File: src/rtl/ovs_pkg.sv
// package for the output-port video statistics counter bank
// assumes an 8-bit register read port with byte addresses as printed
package ovs_pkg;
  localparam int          CNT_W       = 16;
  localparam int          NUM_CNT     = 4;
  localparam logic [7:0]  ADDR_F0E_HI = 8'h92;
  localparam logic [7:0]  ADDR_F0E_LO = 8'h93;
  localparam logic [7:0]  ADDR_R0_HI  = 8'h94;
  localparam logic [7:0]  ADDR_R0_LO  = 8'h95;
  localparam logic [7:0]  ADDR_R0E_HI = 8'h96;
  localparam logic [7:0]  ADDR_R0E_LO = 8'h97;
  localparam logic [7:0]  ADDR_F1_HI  = 8'h98;
  localparam logic [7:0]  ADDR_F1_LO  = 8'h99;
  localparam logic [15:0] CNT_RST     = 16'h0000;
  localparam logic [7:0]  BYTE_RST    = 8'h00;
  localparam logic [7:0]  UNMAPPED_RD = 8'h00;

  // one event per counter, index 0..3: bad frame p0, row p0, bad row p0, frame p1
  typedef struct packed {
    logic out1_image;
    logic out0_bad_row;
    logic out0_row;
    logic out0_bad_frame;
  } ovs_evt_s;

  typedef struct packed {
    logic       rd;
    logic [7:0] addr;
  } ovs_rd_s;
endpackage : ovs_pkg

File: src/rtl/ovs_tally.sv
// one 16-bit statistics counter with clear-on-read high byte and low snapshot
// assumes synchronous release of rst_n and one-cycle event and read pulses
`timescale 1ns/1ps
module ovs_tally (
  input  wire logic         clk,
  input  wire logic         rst_n,
  input  wire logic         evt,
  input  wire logic         rd_hi,
  output logic [15:0]       count,
  output logic [7:0]        low_hold
);
  import ovs_pkg::*;

  logic [15:0] count_r;
  logic [15:0] count_nxt;
  logic [7:0]  low_r;
  logic [7:0]  low_nxt;

  always_comb begin
    count_nxt = count_r + 16'h0001;
    if (!evt) begin
      count_nxt = count_r;
    end
    low_nxt = low_r;
    if (rd_hi) begin
      // an event in the read cycle starts the new interval instead of being lost
      count_nxt = evt ? 16'h0001 : CNT_RST;
      low_nxt   = count_r[7:0];
    end
  end

  always_ff @(posedge clk or negedge rst_n) begin
    if (!rst_n) begin
      count_r <= CNT_RST;
      low_r   <= BYTE_RST;
    end else begin
      count_r <= count_nxt;
      low_r   <= low_nxt;
    end
  end

  assign count    = count_r;
  assign low_hold = low_r;

  snap_low_a: assert property (@(posedge clk) disable iff (!rst_n)
    rd_hi |=> low_r == $past(count_r[7:0]))
    else $error("low holding byte missed the snapshot");
  clear_hi_a: assert property (@(posedge clk) disable iff (!rst_n)
    rd_hi |=> count_r == {15'h0000, $past(evt)})
    else $error("counter not cleared by high read");
  count_up_a: assert property (@(posedge clk) disable iff (!rst_n)
    (evt && !rd_hi) |=> count_r == $past(count_r) + 16'h0001)
    else $error("counter did not advance");
  hold_low_a: assert property (@(posedge clk) disable iff (!rst_n)
    !rd_hi |=> $stable(low_r))
    else $error("holding byte changed without high read");
  wrap_c: cover property (@(posedge clk) disable iff (!rst_n)
    count_r == 16'hffff ##1 count_r == 16'h0000);
endmodule : ovs_tally

File: src/rtl/ovs_bank.sv
// top of the output-port video statistics counter bank
// assumes event inputs come from logic on CLOCK, one-cycle pulses per frame or line;
// register reads arrive on a one-cycle read strobe with a byte address
`timescale 1ns/1ps
module ovs_bank (
  input  wire logic              CLOCK,
  input  wire logic              RESETN,
  input  wire ovs_pkg::ovs_evt_s EVT,
  input  wire ovs_pkg::ovs_rd_s  RD,
  output logic [7:0]             RDATA,
  output logic                   RVALID
);
  import ovs_pkg::*;

  logic                rst_s1_r;
  logic                rst_n_r;
  logic                rst_n;
  logic [NUM_CNT-1:0]  evt_v;
  logic [NUM_CNT-1:0]  rd_hi_v;
  logic [15:0]         count_v [NUM_CNT];
  logic [7:0]          low_v   [NUM_CNT];
  logic [7:0]          rdata_r;
  logic [7:0]          rdata_nxt;
  logic                rvalid_r;
  logic                rvalid_nxt;

  // reset is released through two stages so every flop on rst_n leaves reset on the same edge
  always_ff @(posedge CLOCK or negedge RESETN) begin
    if (!RESETN) begin
      rst_s1_r <= 1'b0;
      rst_n_r  <= 1'b0;
    end else begin
      rst_s1_r <= 1'b1;
      rst_n_r  <= rst_s1_r;
    end
  end

  assign rst_n = rst_n_r;
  assign evt_v = EVT;

  // software owns read ordering; low reads never disturb the counters
  // a low read with no high read before it returns the previous snapshot, zero after reset
  assign rd_hi_v[0] = RD.rd && (RD.addr == ADDR_F0E_HI);
  assign rd_hi_v[1] = RD.rd && (RD.addr == ADDR_R0_HI);
  assign rd_hi_v[2] = RD.rd && (RD.addr == ADDR_R0E_HI);
  assign rd_hi_v[3] = RD.rd && (RD.addr == ADDR_F1_HI);

  for (genvar i = 0; i < NUM_CNT; i++) begin : g_tally
    ovs_tally u_tally (
      .clk      (CLOCK),
      .rst_n    (rst_n),
      .evt      (evt_v[i]),
      .rd_hi    (rd_hi_v[i]),
      .count    (count_v[i]),
      .low_hold (low_v[i])
    );
  end

  // read data is registered: high byte taken before the clear lands
  always_comb begin
    rdata_nxt  = rdata_r;
    rvalid_nxt = RD.rd;
    if (RD.rd) begin
      unique case (RD.addr)
        ADDR_F0E_HI: rdata_nxt = count_v[0][15:8];
        ADDR_F0E_LO: rdata_nxt = low_v[0];
        ADDR_R0_HI:  rdata_nxt = count_v[1][15:8];
        ADDR_R0_LO:  rdata_nxt = low_v[1];
        ADDR_R0E_HI: rdata_nxt = count_v[2][15:8];
        ADDR_R0E_LO: rdata_nxt = low_v[2];
        ADDR_F1_HI:  rdata_nxt = count_v[3][15:8];
        ADDR_F1_LO:  rdata_nxt = low_v[3];
        default:     rdata_nxt = UNMAPPED_RD;
      endcase
    end
  end

  always_ff @(posedge CLOCK or negedge rst_n) begin
    if (!rst_n) begin
      rdata_r  <= BYTE_RST;
      rvalid_r <= 1'b0;
    end else begin
      rdata_r  <= rdata_nxt;
      rvalid_r <= rvalid_nxt;
    end
  end

  assign RDATA  = rdata_r;
  assign RVALID = rvalid_r;

  hi_read_a: assert property (@(posedge CLOCK) disable iff (!rst_n)
    (RD.rd && RD.addr == ADDR_R0_HI) |=> RDATA == $past(count_v[1][15:8]))
    else $error("row tally high byte wrong");
  pair_read_a: assert property (@(posedge CLOCK) disable iff (!rst_n)
    (RD.rd && RD.addr == ADDR_F1_HI) ##1 (RD.rd && RD.addr == ADDR_F1_LO)
    |=> RDATA == $past(count_v[3][7:0], 2))
    else $error("image tally pair not from one snapshot");
  lo_keep_a: assert property (@(posedge CLOCK) disable iff (!rst_n)
    (RD.rd && RD.addr == ADDR_R0E_LO) |=> count_v[2] == $past(count_v[2])
    + {15'h0000, $past(evt_v[2])})
    else $error("low read disturbed counter");
  unmapped_a: assert property (@(posedge CLOCK) disable iff (!rst_n)
    (RD.rd && RD.addr == 8'h90) |=> RDATA == UNMAPPED_RD && RVALID)
    else $error("unmapped read not zero");
  reset_zero_a: assert property (@(posedge CLOCK)
    $rose(rst_n) |-> count_v[0] == CNT_RST && low_v[0] == BYTE_RST)
    else $error("counter not zero after reset");
  rd_valid_a: assert property (@(posedge CLOCK) disable iff (!rst_n)
    RD.rd |=> RVALID)
    else $error("read answer missing");
  pair_c: cover property (@(posedge CLOCK) disable iff (!rst_n)
    (RD.rd && RD.addr == ADDR_F0E_HI) ##1 (RD.rd && RD.addr == ADDR_F0E_LO));
  evt_rd_c: cover property (@(posedge CLOCK) disable iff (!rst_n)
    EVT.out0_row && RD.rd && RD.addr == ADDR_R0_HI);
  busy_c: cover property (@(posedge CLOCK) disable iff (!rst_n)
    count_v[2] == 16'h0100);
  row_wrap_c: cover property (@(posedge CLOCK) disable iff (!rst_n)
    EVT.out0_row && count_v[1] == 16'hffff);

  // each high read answers with the live upper byte of its own counter
  hi_bf_read_a: assert property (@(posedge CLOCK) disable iff (!rst_n)
    (RD.rd && RD.addr == ADDR_F0E_HI) |=> RDATA == $past(count_v[0][15:8]))
    else $error("bad-frame tally high byte wrong");
  hi_br_read_a: assert property (@(posedge CLOCK) disable iff (!rst_n)
    (RD.rd && RD.addr == ADDR_R0E_HI) |=> RDATA == $past(count_v[2][15:8]))
    else $error("bad-row tally high byte wrong");
  hi_img_read_a: assert property (@(posedge CLOCK) disable iff (!rst_n)
    (RD.rd && RD.addr == ADDR_F1_HI) |=> RDATA == $past(count_v[3][15:8]))
    else $error("image tally high byte wrong");

  // and clears only its own counter; an event in that cycle survives as a count of one
  clear_bf_a: assert property (@(posedge CLOCK) disable iff (!rst_n)
    (RD.rd && RD.addr == ADDR_F0E_HI) |=> count_v[0] == {15'h0000, $past(evt_v[0])})
    else $error("bad-frame tally not cleared by its high read");
  clear_row_a: assert property (@(posedge CLOCK) disable iff (!rst_n)
    (RD.rd && RD.addr == ADDR_R0_HI) |=> count_v[1] == {15'h0000, $past(evt_v[1])})
    else $error("row tally not cleared by its high read");
  clear_br_a: assert property (@(posedge CLOCK) disable iff (!rst_n)
    (RD.rd && RD.addr == ADDR_R0E_HI) |=> count_v[2] == {15'h0000, $past(evt_v[2])})
    else $error("bad-row tally not cleared by its high read");
  clear_img_a: assert property (@(posedge CLOCK) disable iff (!rst_n)
    (RD.rd && RD.addr == ADDR_F1_HI) |=> count_v[3] == {15'h0000, $past(evt_v[3])})
    else $error("image tally not cleared by its high read");
  cross_keep_a: assert property (@(posedge CLOCK) disable iff (!rst_n)
    (RD.rd && RD.addr == ADDR_R0_HI) |=> count_v[0] == $past(count_v[0])
    + {15'h0000, $past(evt_v[0])})
    else $error("row high read disturbed bad-frame tally");

  // a low read answers from the holding byte, never from the live counter
  lo_bf_read_a: assert property (@(posedge CLOCK) disable iff (!rst_n)
    (RD.rd && RD.addr == ADDR_F0E_LO) |=> RDATA == $past(low_v[0]))
    else $error("bad-frame tally low byte not the held one");
  lo_row_read_a: assert property (@(posedge CLOCK) disable iff (!rst_n)
    (RD.rd && RD.addr == ADDR_R0_LO) |=> RDATA == $past(low_v[1]))
    else $error("row tally low byte not the held one");
  lo_br_read_a: assert property (@(posedge CLOCK) disable iff (!rst_n)
    (RD.rd && RD.addr == ADDR_R0E_LO) |=> RDATA == $past(low_v[2]))
    else $error("bad-row tally low byte not the held one");
  lo_img_read_a: assert property (@(posedge CLOCK) disable iff (!rst_n)
    (RD.rd && RD.addr == ADDR_F1_LO) |=> RDATA == $past(low_v[3]))
    else $error("image tally low byte not the held one");

  // a high read followed by a low read gives both halves of one snapshot
  pair_bf_a: assert property (@(posedge CLOCK) disable iff (!rst_n)
    (RD.rd && RD.addr == ADDR_F0E_HI) ##1 (RD.rd && RD.addr == ADDR_F0E_LO)
    |=> RDATA == $past(count_v[0][7:0], 2))
    else $error("bad-frame tally pair not from one snapshot");
  pair_row_a: assert property (@(posedge CLOCK) disable iff (!rst_n)
    (RD.rd && RD.addr == ADDR_R0_HI) ##1 (RD.rd && RD.addr == ADDR_R0_LO)
    |=> RDATA == $past(count_v[1][7:0], 2))
    else $error("row tally pair not from one snapshot");
  pair_br_a: assert property (@(posedge CLOCK) disable iff (!rst_n)
    (RD.rd && RD.addr == ADDR_R0E_HI) ##1 (RD.rd && RD.addr == ADDR_R0E_LO)
    |=> RDATA == $past(count_v[2][7:0], 2))
    else $error("bad-row tally pair not from one snapshot");

  // low reads leave the counters to their events
  keep_bf_a: assert property (@(posedge CLOCK) disable iff (!rst_n)
    (RD.rd && RD.addr == ADDR_F0E_LO) |=> count_v[0] == $past(count_v[0])
    + {15'h0000, $past(evt_v[0])})
    else $error("low read disturbed bad-frame tally");
  keep_row_a: assert property (@(posedge CLOCK) disable iff (!rst_n)
    (RD.rd && RD.addr == ADDR_R0_LO) |=> count_v[1] == $past(count_v[1])
    + {15'h0000, $past(evt_v[1])})
    else $error("low read disturbed row tally");
  keep_img_a: assert property (@(posedge CLOCK) disable iff (!rst_n)
    (RD.rd && RD.addr == ADDR_F1_LO) |=> count_v[3] == $past(count_v[3])
    + {15'h0000, $past(evt_v[3])})
    else $error("low read disturbed image tally");

  // the top count rolls over to zero rather than sticking
  row_wrap_a: assert property (@(posedge CLOCK) disable iff (!rst_n)
    (count_v[1] == 16'hffff && evt_v[1] && !rd_hi_v[1]) |=> count_v[1] == CNT_RST)
    else $error("row tally did not wrap to zero");

  // every counter and holding byte leaves reset at zero
  reset_all_a: assert property (@(posedge CLOCK)
    $rose(rst_n) |-> count_v[1] == CNT_RST && count_v[2] == CNT_RST
    && count_v[3] == CNT_RST && low_v[1] == BYTE_RST && low_v[2] == BYTE_RST
    && low_v[3] == BYTE_RST && RDATA == BYTE_RST && !RVALID)
    else $error("bank not zero after reset");

  // the answer is a single-cycle pulse and the data stands until the next read
  rv_idle_a: assert property (@(posedge CLOCK) disable iff (!rst_n)
    !RD.rd |=> !RVALID)
    else $error("read answer without a read");
  rdata_hold_a: assert property (@(posedge CLOCK) disable iff (!rst_n)
    !RD.rd |=> $stable(RDATA))
    else $error("read data moved without a read");
  unmapped_all_a: assert property (@(posedge CLOCK) disable iff (!rst_n)
    (RD.rd && !(RD.addr inside {[ADDR_F0E_HI:ADDR_F1_LO]})) |=> RDATA == UNMAPPED_RD)
    else $error("read outside the bank not zero");
endmodule : ovs_bank

File: config.mk
export PLATFORM = sky130hd
export DESIGN_NAME = ovs_bank
export DESIGN_NICKNAME = d
export VERILOG_FILES = /design/src/rtl/ovs_pkg.sv /design/src/rtl/ovs_tally.sv /design/src/rtl/ovs_bank.sv
export SDC_FILE = /design/constraint.sdc
export NUM_CORES = 1
export LEC_CHECK = 0
export ABC_CLOCK_PERIOD_IN_PS = 4600
export BUFFER_PORTS_ARGS = -buffer_cell sky130_fd_sc_hd__clkbuf_2
export CAP_MARGIN = 10
export CORE_AREA = 2 2 97 99
export DETAILED_ROUTE_END_ITERATION = 12
export DIE_AREA = 0 0 99 101
export GPL_ROUTABILITY_DRIVEN = 0
export GPL_TIMING_DRIVEN = 0
export PLACE_DENSITY = 0.77
export SETUP_SLACK_MARGIN = 0.15
export SLEW_MARGIN = 30
export SYNTH_ARGS = -nofsm -noshare
export SYNTH_HDL_FRONTEND = slang
export SYNTH_SLANG_ARGS = --single-unit
File: constraint.sdc
create_clock -name CLOCK -period 4.6 [get_ports CLOCK]
set_input_delay 0.69 -clock CLOCK [delete_from_list [all_inputs] [get_ports CLOCK]]
set_output_delay 0.69 -clock CLOCK [all_outputs]
set_load 0.03 [all_outputs]
* Yosys cells after proc, flatten, opt, wreduce, memory -nomap -nowiden
Index checks and enable logic that the tools add are counted.
** Operators by class
- $add $sub $neg :: 4
- Equality and inequality tests :: 8
- Mux-type cells :: 13
- Reduce and logical (&&, ||, !) cells :: 8
** Operators with widths (count)
- 16-bit two-way mux :: 8
- 16-bit by 1-bit adder with 16-bit output (second input constant) :: 4
- 8-bit == test (second input constant) :: 8
- 8-bit case mux with 8 select lines :: 1
- 2-bit nonzero test :: 4
- 1-bit logical AND :: 4
- 1-bit two-way mux :: 4
** Word-level totals
- Bits in registers :: 107
- Input port bits :: 15

* Logic depth before layout (Yosys ltp)
- Depth after elaboration :: 3
- Gate-level depth with buffers :: 6

* Cells and area by module
From an unflattened synthesis, not the netlist that was laid out.
** Second synthesis, totals
- Cells, all modules :: 472
- Area, all modules :: 5301.3 µm²
** By module, submodules not included
- ovs_tally :: times used 4, cells an instance 95, area each 1077.3 µm²
- ovs_bank :: times used 1, cells an instance 92, area each 992.2 µm²

* Least setup slack after synthesis
Ideal clock, no wire load.
- Path type :: input port to flip-flop
- From :: in RD[0] in the netlist's numbering
- To :: reg g_tally[2].u_tally.low_r[3]
- Data arrival time :: 2.037 ns
- Required time :: 4.475 ns
- Setup slack :: 2.438 ns
- Stages :: 5
- Buffers on the path :: 2
- Path through :: clkbuf_1 nand4bb_4 nor3_2 buf_2 mux2_2
** Between the ends
- Longest elaborated chain between the ends :: 2
** RTL lines
- start, declared :: RTL line ovs_bank.sv:9 : input wire ovs_pkg::ovs_rd_s RD,
- 8-bit == test :: RTL line ovs_bank.sv:45 : assign rd_hi_v[2] = RD.rd && (RD.addr == ADDR_R0E_HI);
- 1-bit logical AND :: RTL line ovs_bank.sv:45
- end signal, assigned :: RTL line ovs_tally.sv:38 : low_r <= low_nxt;
- end, declared :: RTL line ovs_tally.sv:16 : logic [7:0] low_r;
Every way passes these cells.
A chain may end at the register's enable or synchronous reset.

* Final worst setup path
- From :: in RD[8] in the netlist's numbering
- To :: reg g_tally[2].u_tally.low_r[5]
** Between the ends
- Longest elaborated chain between the ends :: 1
** RTL lines (RTL line)
- 1-bit logical AND :: ovs_bank.sv:45
Every way passes these cells.

==> summary.md <==
| Metric | Value |
|---|---|
| Status | `finished clean` |
| Worst Max-Slew Pin Slew | `0.524 ns` |
| Vias in the first global route | `3561` |
| Vias | `3700` |
| Via/cell ratio | `5.83` |
| Final std cells w/o fill | `635` |
| Warnings from Yosys | `0` |
| First drt pass iteration count | `4` |
| Initial antenna violation count | `0` |
| Synth Instances | `488` |
| Synth Net Count | `507` |
| Root buffer cell | `clkbuf_8` |
| Chip width | `99 um` |
| Pleak | `2.54 nW` |
| Total grt overflow | `0` |
| Max_cap viols | `0` |
| Reg2Reg Setup Slack | `2.68 ns` |
| CP dominant cell by count | `buf_2` |
| Clock tree from TritonCTS | `built` |
| Cts repair resizes | `0` |
| Sequential share of the synthesized area | `50.7%` |
| Worst R2R Start | `g_tally[1].u_tally.count[3]` |
| Cell taking the most area after synthesis | `dfrtp_1` |
| Die area | `10000 um2` |
| Layout cell share with drive strength beyond 1 | `18.9%` |
| Core footprint | `8980 um2` |
| # diodes | `0` |
| CP Launch Type | `input port` |
| Slew margin rel. | `64.8%` |
| HP Class | `input port to asynchronous set/reset pin` |
| Async set-reset flop share out of synthesis | `100%` |
| R2R cell count | `4` |
| PD cells | `376 nW/um2` |
| Synth top area cells | `dfrtp_1, mux2_2, mux2i_1, xnor2_1, nor2_1` |
| Initial Util | `58.8%` |
| DR WL/cell | `16.8 um` |
| Setup crit end kind | `register` |
| Maximum root-to-sink buffer count | `2` |
| Library cells used by synthesis | `38` |
| RR Endpoint | `g_tally[1].u_tally.count[15]` |
| Clock slew at reported path FFs | `0.10 ns` |
| Critical path peak fanout | `10` |
| Crit path DAT | `2.36 ns` |
| IO buf count | `18` |
| Worst path required time | `4.86 ns` |
| CTS buffer count | `9` |
| First-pass GRT wire length | `17600 um` |
| Critical path type | `input port to register` |
| Area Overhead vs Synth | `9.21%` |
| GRT Overall Usage | `22.3%` |
| Routed Antenna Nets | `0` |
| Worst stage delay on the critical path | `0.44 ns` |
| Top FF cell, synth | `dfrtp_1` |
| Row count | `35` |
| Final nets | `538` |
| Largest net degree at the start of global routing | `51` |
| Die Y | `101 um` |
| Post-CTS setup buffer count | `0` |
| Setup Viol. Count Final | `0` |
| Max Fclk | `476 MHz` |
| H-tree depth | `3` |
| Tmin final | `2.10 ns` |
| DRT Wirelength | `10700 um` |
| Top-area cell type share of the netlist area | `50.7%` |
| Post-CTS Hold Buffers | `0` |
| Crit path cell chain | `clkbuf_2, buf_2, nand4bb_4, nor3_2, buf_2, mux2_2` |
| Final clock skew | `0.00773 ns` |
| Clock Sinks | `107` |
| Mapped Avg Cell Area | `10.8 um2` |
| Post-Route Setup TNS | `0 ns` |
| Detailed Place HPWL | `7870 um` |
| Yosys reg bits | `107` |
| Slew Limit Fails | `0` |
| VDD IR-drop max | `0.000272 V` |
| EDFF count, synth | `0` |
| Clk Latency, worst-skew pair | `0.37 ns` |
| DRC | `0` |
| Placed Cells | `619` |
| Initial DRC count | `163` |
| Final hold vios | `0` |
| RSZ-0062 raised after global routing | `no` |
| Synthesized cell area | `5280 um2` |
| Top-level I/O count | `24` |
| CP max-delay cell | `nor3_2` |
| Part of the cycle the worst path needs | `45.7%` |
[registers in the layout (all words and copies together), names as in the netlist]
register / flops
rst_n: 1
rst_s1_r: 1
g_tally.u_tally.count: 64
RDATA: 8
RVALID: 1
g_tally.u_tally.low_hold: 32
[worst max path at each step]
stage                from                              to  slack [ns]  cells after the start
finish              RD[8]  g_tally[2].u_tally.low_hold[5]        2.50                      6
global route        RD[8]     g_tally[2].u_tally.count[9]        2.38                      7
CTS                 RD[8]  g_tally[2].u_tally.low_hold[5]        2.51                      6
detailed placement  RD[8]  g_tally[2].u_tally.low_hold[3]        2.11                      6
global placement    rst_n     g_tally[0].u_tally.count[4]        0.30                      0
floorplan           rst_n                        RDATA[0]        1.40                      0
[stage by stage]
step / hold WS, ns / util [%] / instance area [um2] / power (W) / setup WS, ns
floorplan: 0.331 / - / 5280 / 0.00149 / 1.40
global placement: 0.338 / 61.4 / 5510 / 0.00157 / 0.297
detailed placement: 0.171 / 62.0 / 5570 / 0.00160 / 2.11
CTS: 0.0635 / 64.3 / 5770 / 0.00219 / 2.51
global route: 0.0632 / 64.3 / 5770 / 0.00229 / 2.38
finish: 0.0783 / 64.3 / 5770 / 0.00217 / 2.50
[cell families (layout without fill, tap and decap cells)]
group                      Yosys count  after routing  share of synthesized area, %
AOI/OAI and AO/OA                   47             47                          5.28
xor gates and xnor gates            47             47                          7.79
adders and majority gates            4              4                         0.947
buffers and inverters               38             74                          3.41
DFF                                107            107                          50.7
muxes                               70             70                          14.1
other                                1              1                        0.0710
and+or+nand+nor                    174            174                          17.7
[Yosys cell counts, types with 3 or more instances]
master and number:
a21oi_1 9, buf_2 12, buf_4 4, clkbuf_1 4, dfrtp_1 107, ha_1 4, inv_1 17, mux2_2 34
mux2i_1 36, nand2_1 22, nand2b_1 5, nand3_1 14, nand4_1 20, nor2_1 58, nor3_1 13, nor3_4 3
nor4_1 17, o21ai_0 10, o22ai_1 24, or3_1 9, xnor2_1 34, xor2_1 13
[layout by cell type, fill, tap and decap left out, types with 5 or more instances in the layout]
| cell | n |
|---|---|
| dfrtp_1 | 106 |
| nand2b_1 | 5 |
| nand2_1 | 22 |
| nand3_1 | 14 |
| mux2_2 | 34 |
| nor4_1 | 17 |
| clkbuf_2 | 18 |
| mux2i_1 | 36 |
| clkbuf_8 | 9 |
| clkbuf_1 | 5 |
| nor3_1 | 13 |
| inv_1 | 17 |
| or3_1 | 9 |
| xor2_1 | 13 |
| nand4_1 | 20 |
| a21oi_1 | 9 |
| buf_2 | 12 |
| o22ai_1 | 24 |
| xnor2_1 | 34 |
| nor2_1 | 58 |
| o21ai_0 | 10 |
[power breakdown]
part | switching [W] | total (W) | internal [W]
Sequential | 0.000168 | 0.00124 | 0.00107
Combinational | 0.000191 | 0.000345 | 0.000155
Clock | 0.000328 | 0.000585 | 0.000257
Total | 0.000687 | 0.00217 | 0.00148
[metal layers]
metal  global-route usage (%)  share of wire, %  vias up
li1                         -                 -     1784
met1                     32.0                47     1829
met2                     35.7                48       77
met3                     3.88               4.1       10
met4                     5.27              0.87        0
met5                        0                 0        -
[worst max-delay path: cells and delay by family]
family	cells	cell delay, ns
simple gates	2	0.66
buf+inv	3	0.65
mux	1	0.36
[final cells by class]
type | instances | area (um2)
Fill cell | 711 | 3210
Clock inverter | 6 | 71.3
Clock buffer | 10 | 128
Inverter | 17 | 63.8
Sequential cell | 107 | 2680
Timing Repair Buffer | 20 | 145
Buffer | 21 | 116
Tap cell | 111 | 139
Multi-Input combinational cell | 343 | 2420
(Power assumes the default switching activity.)
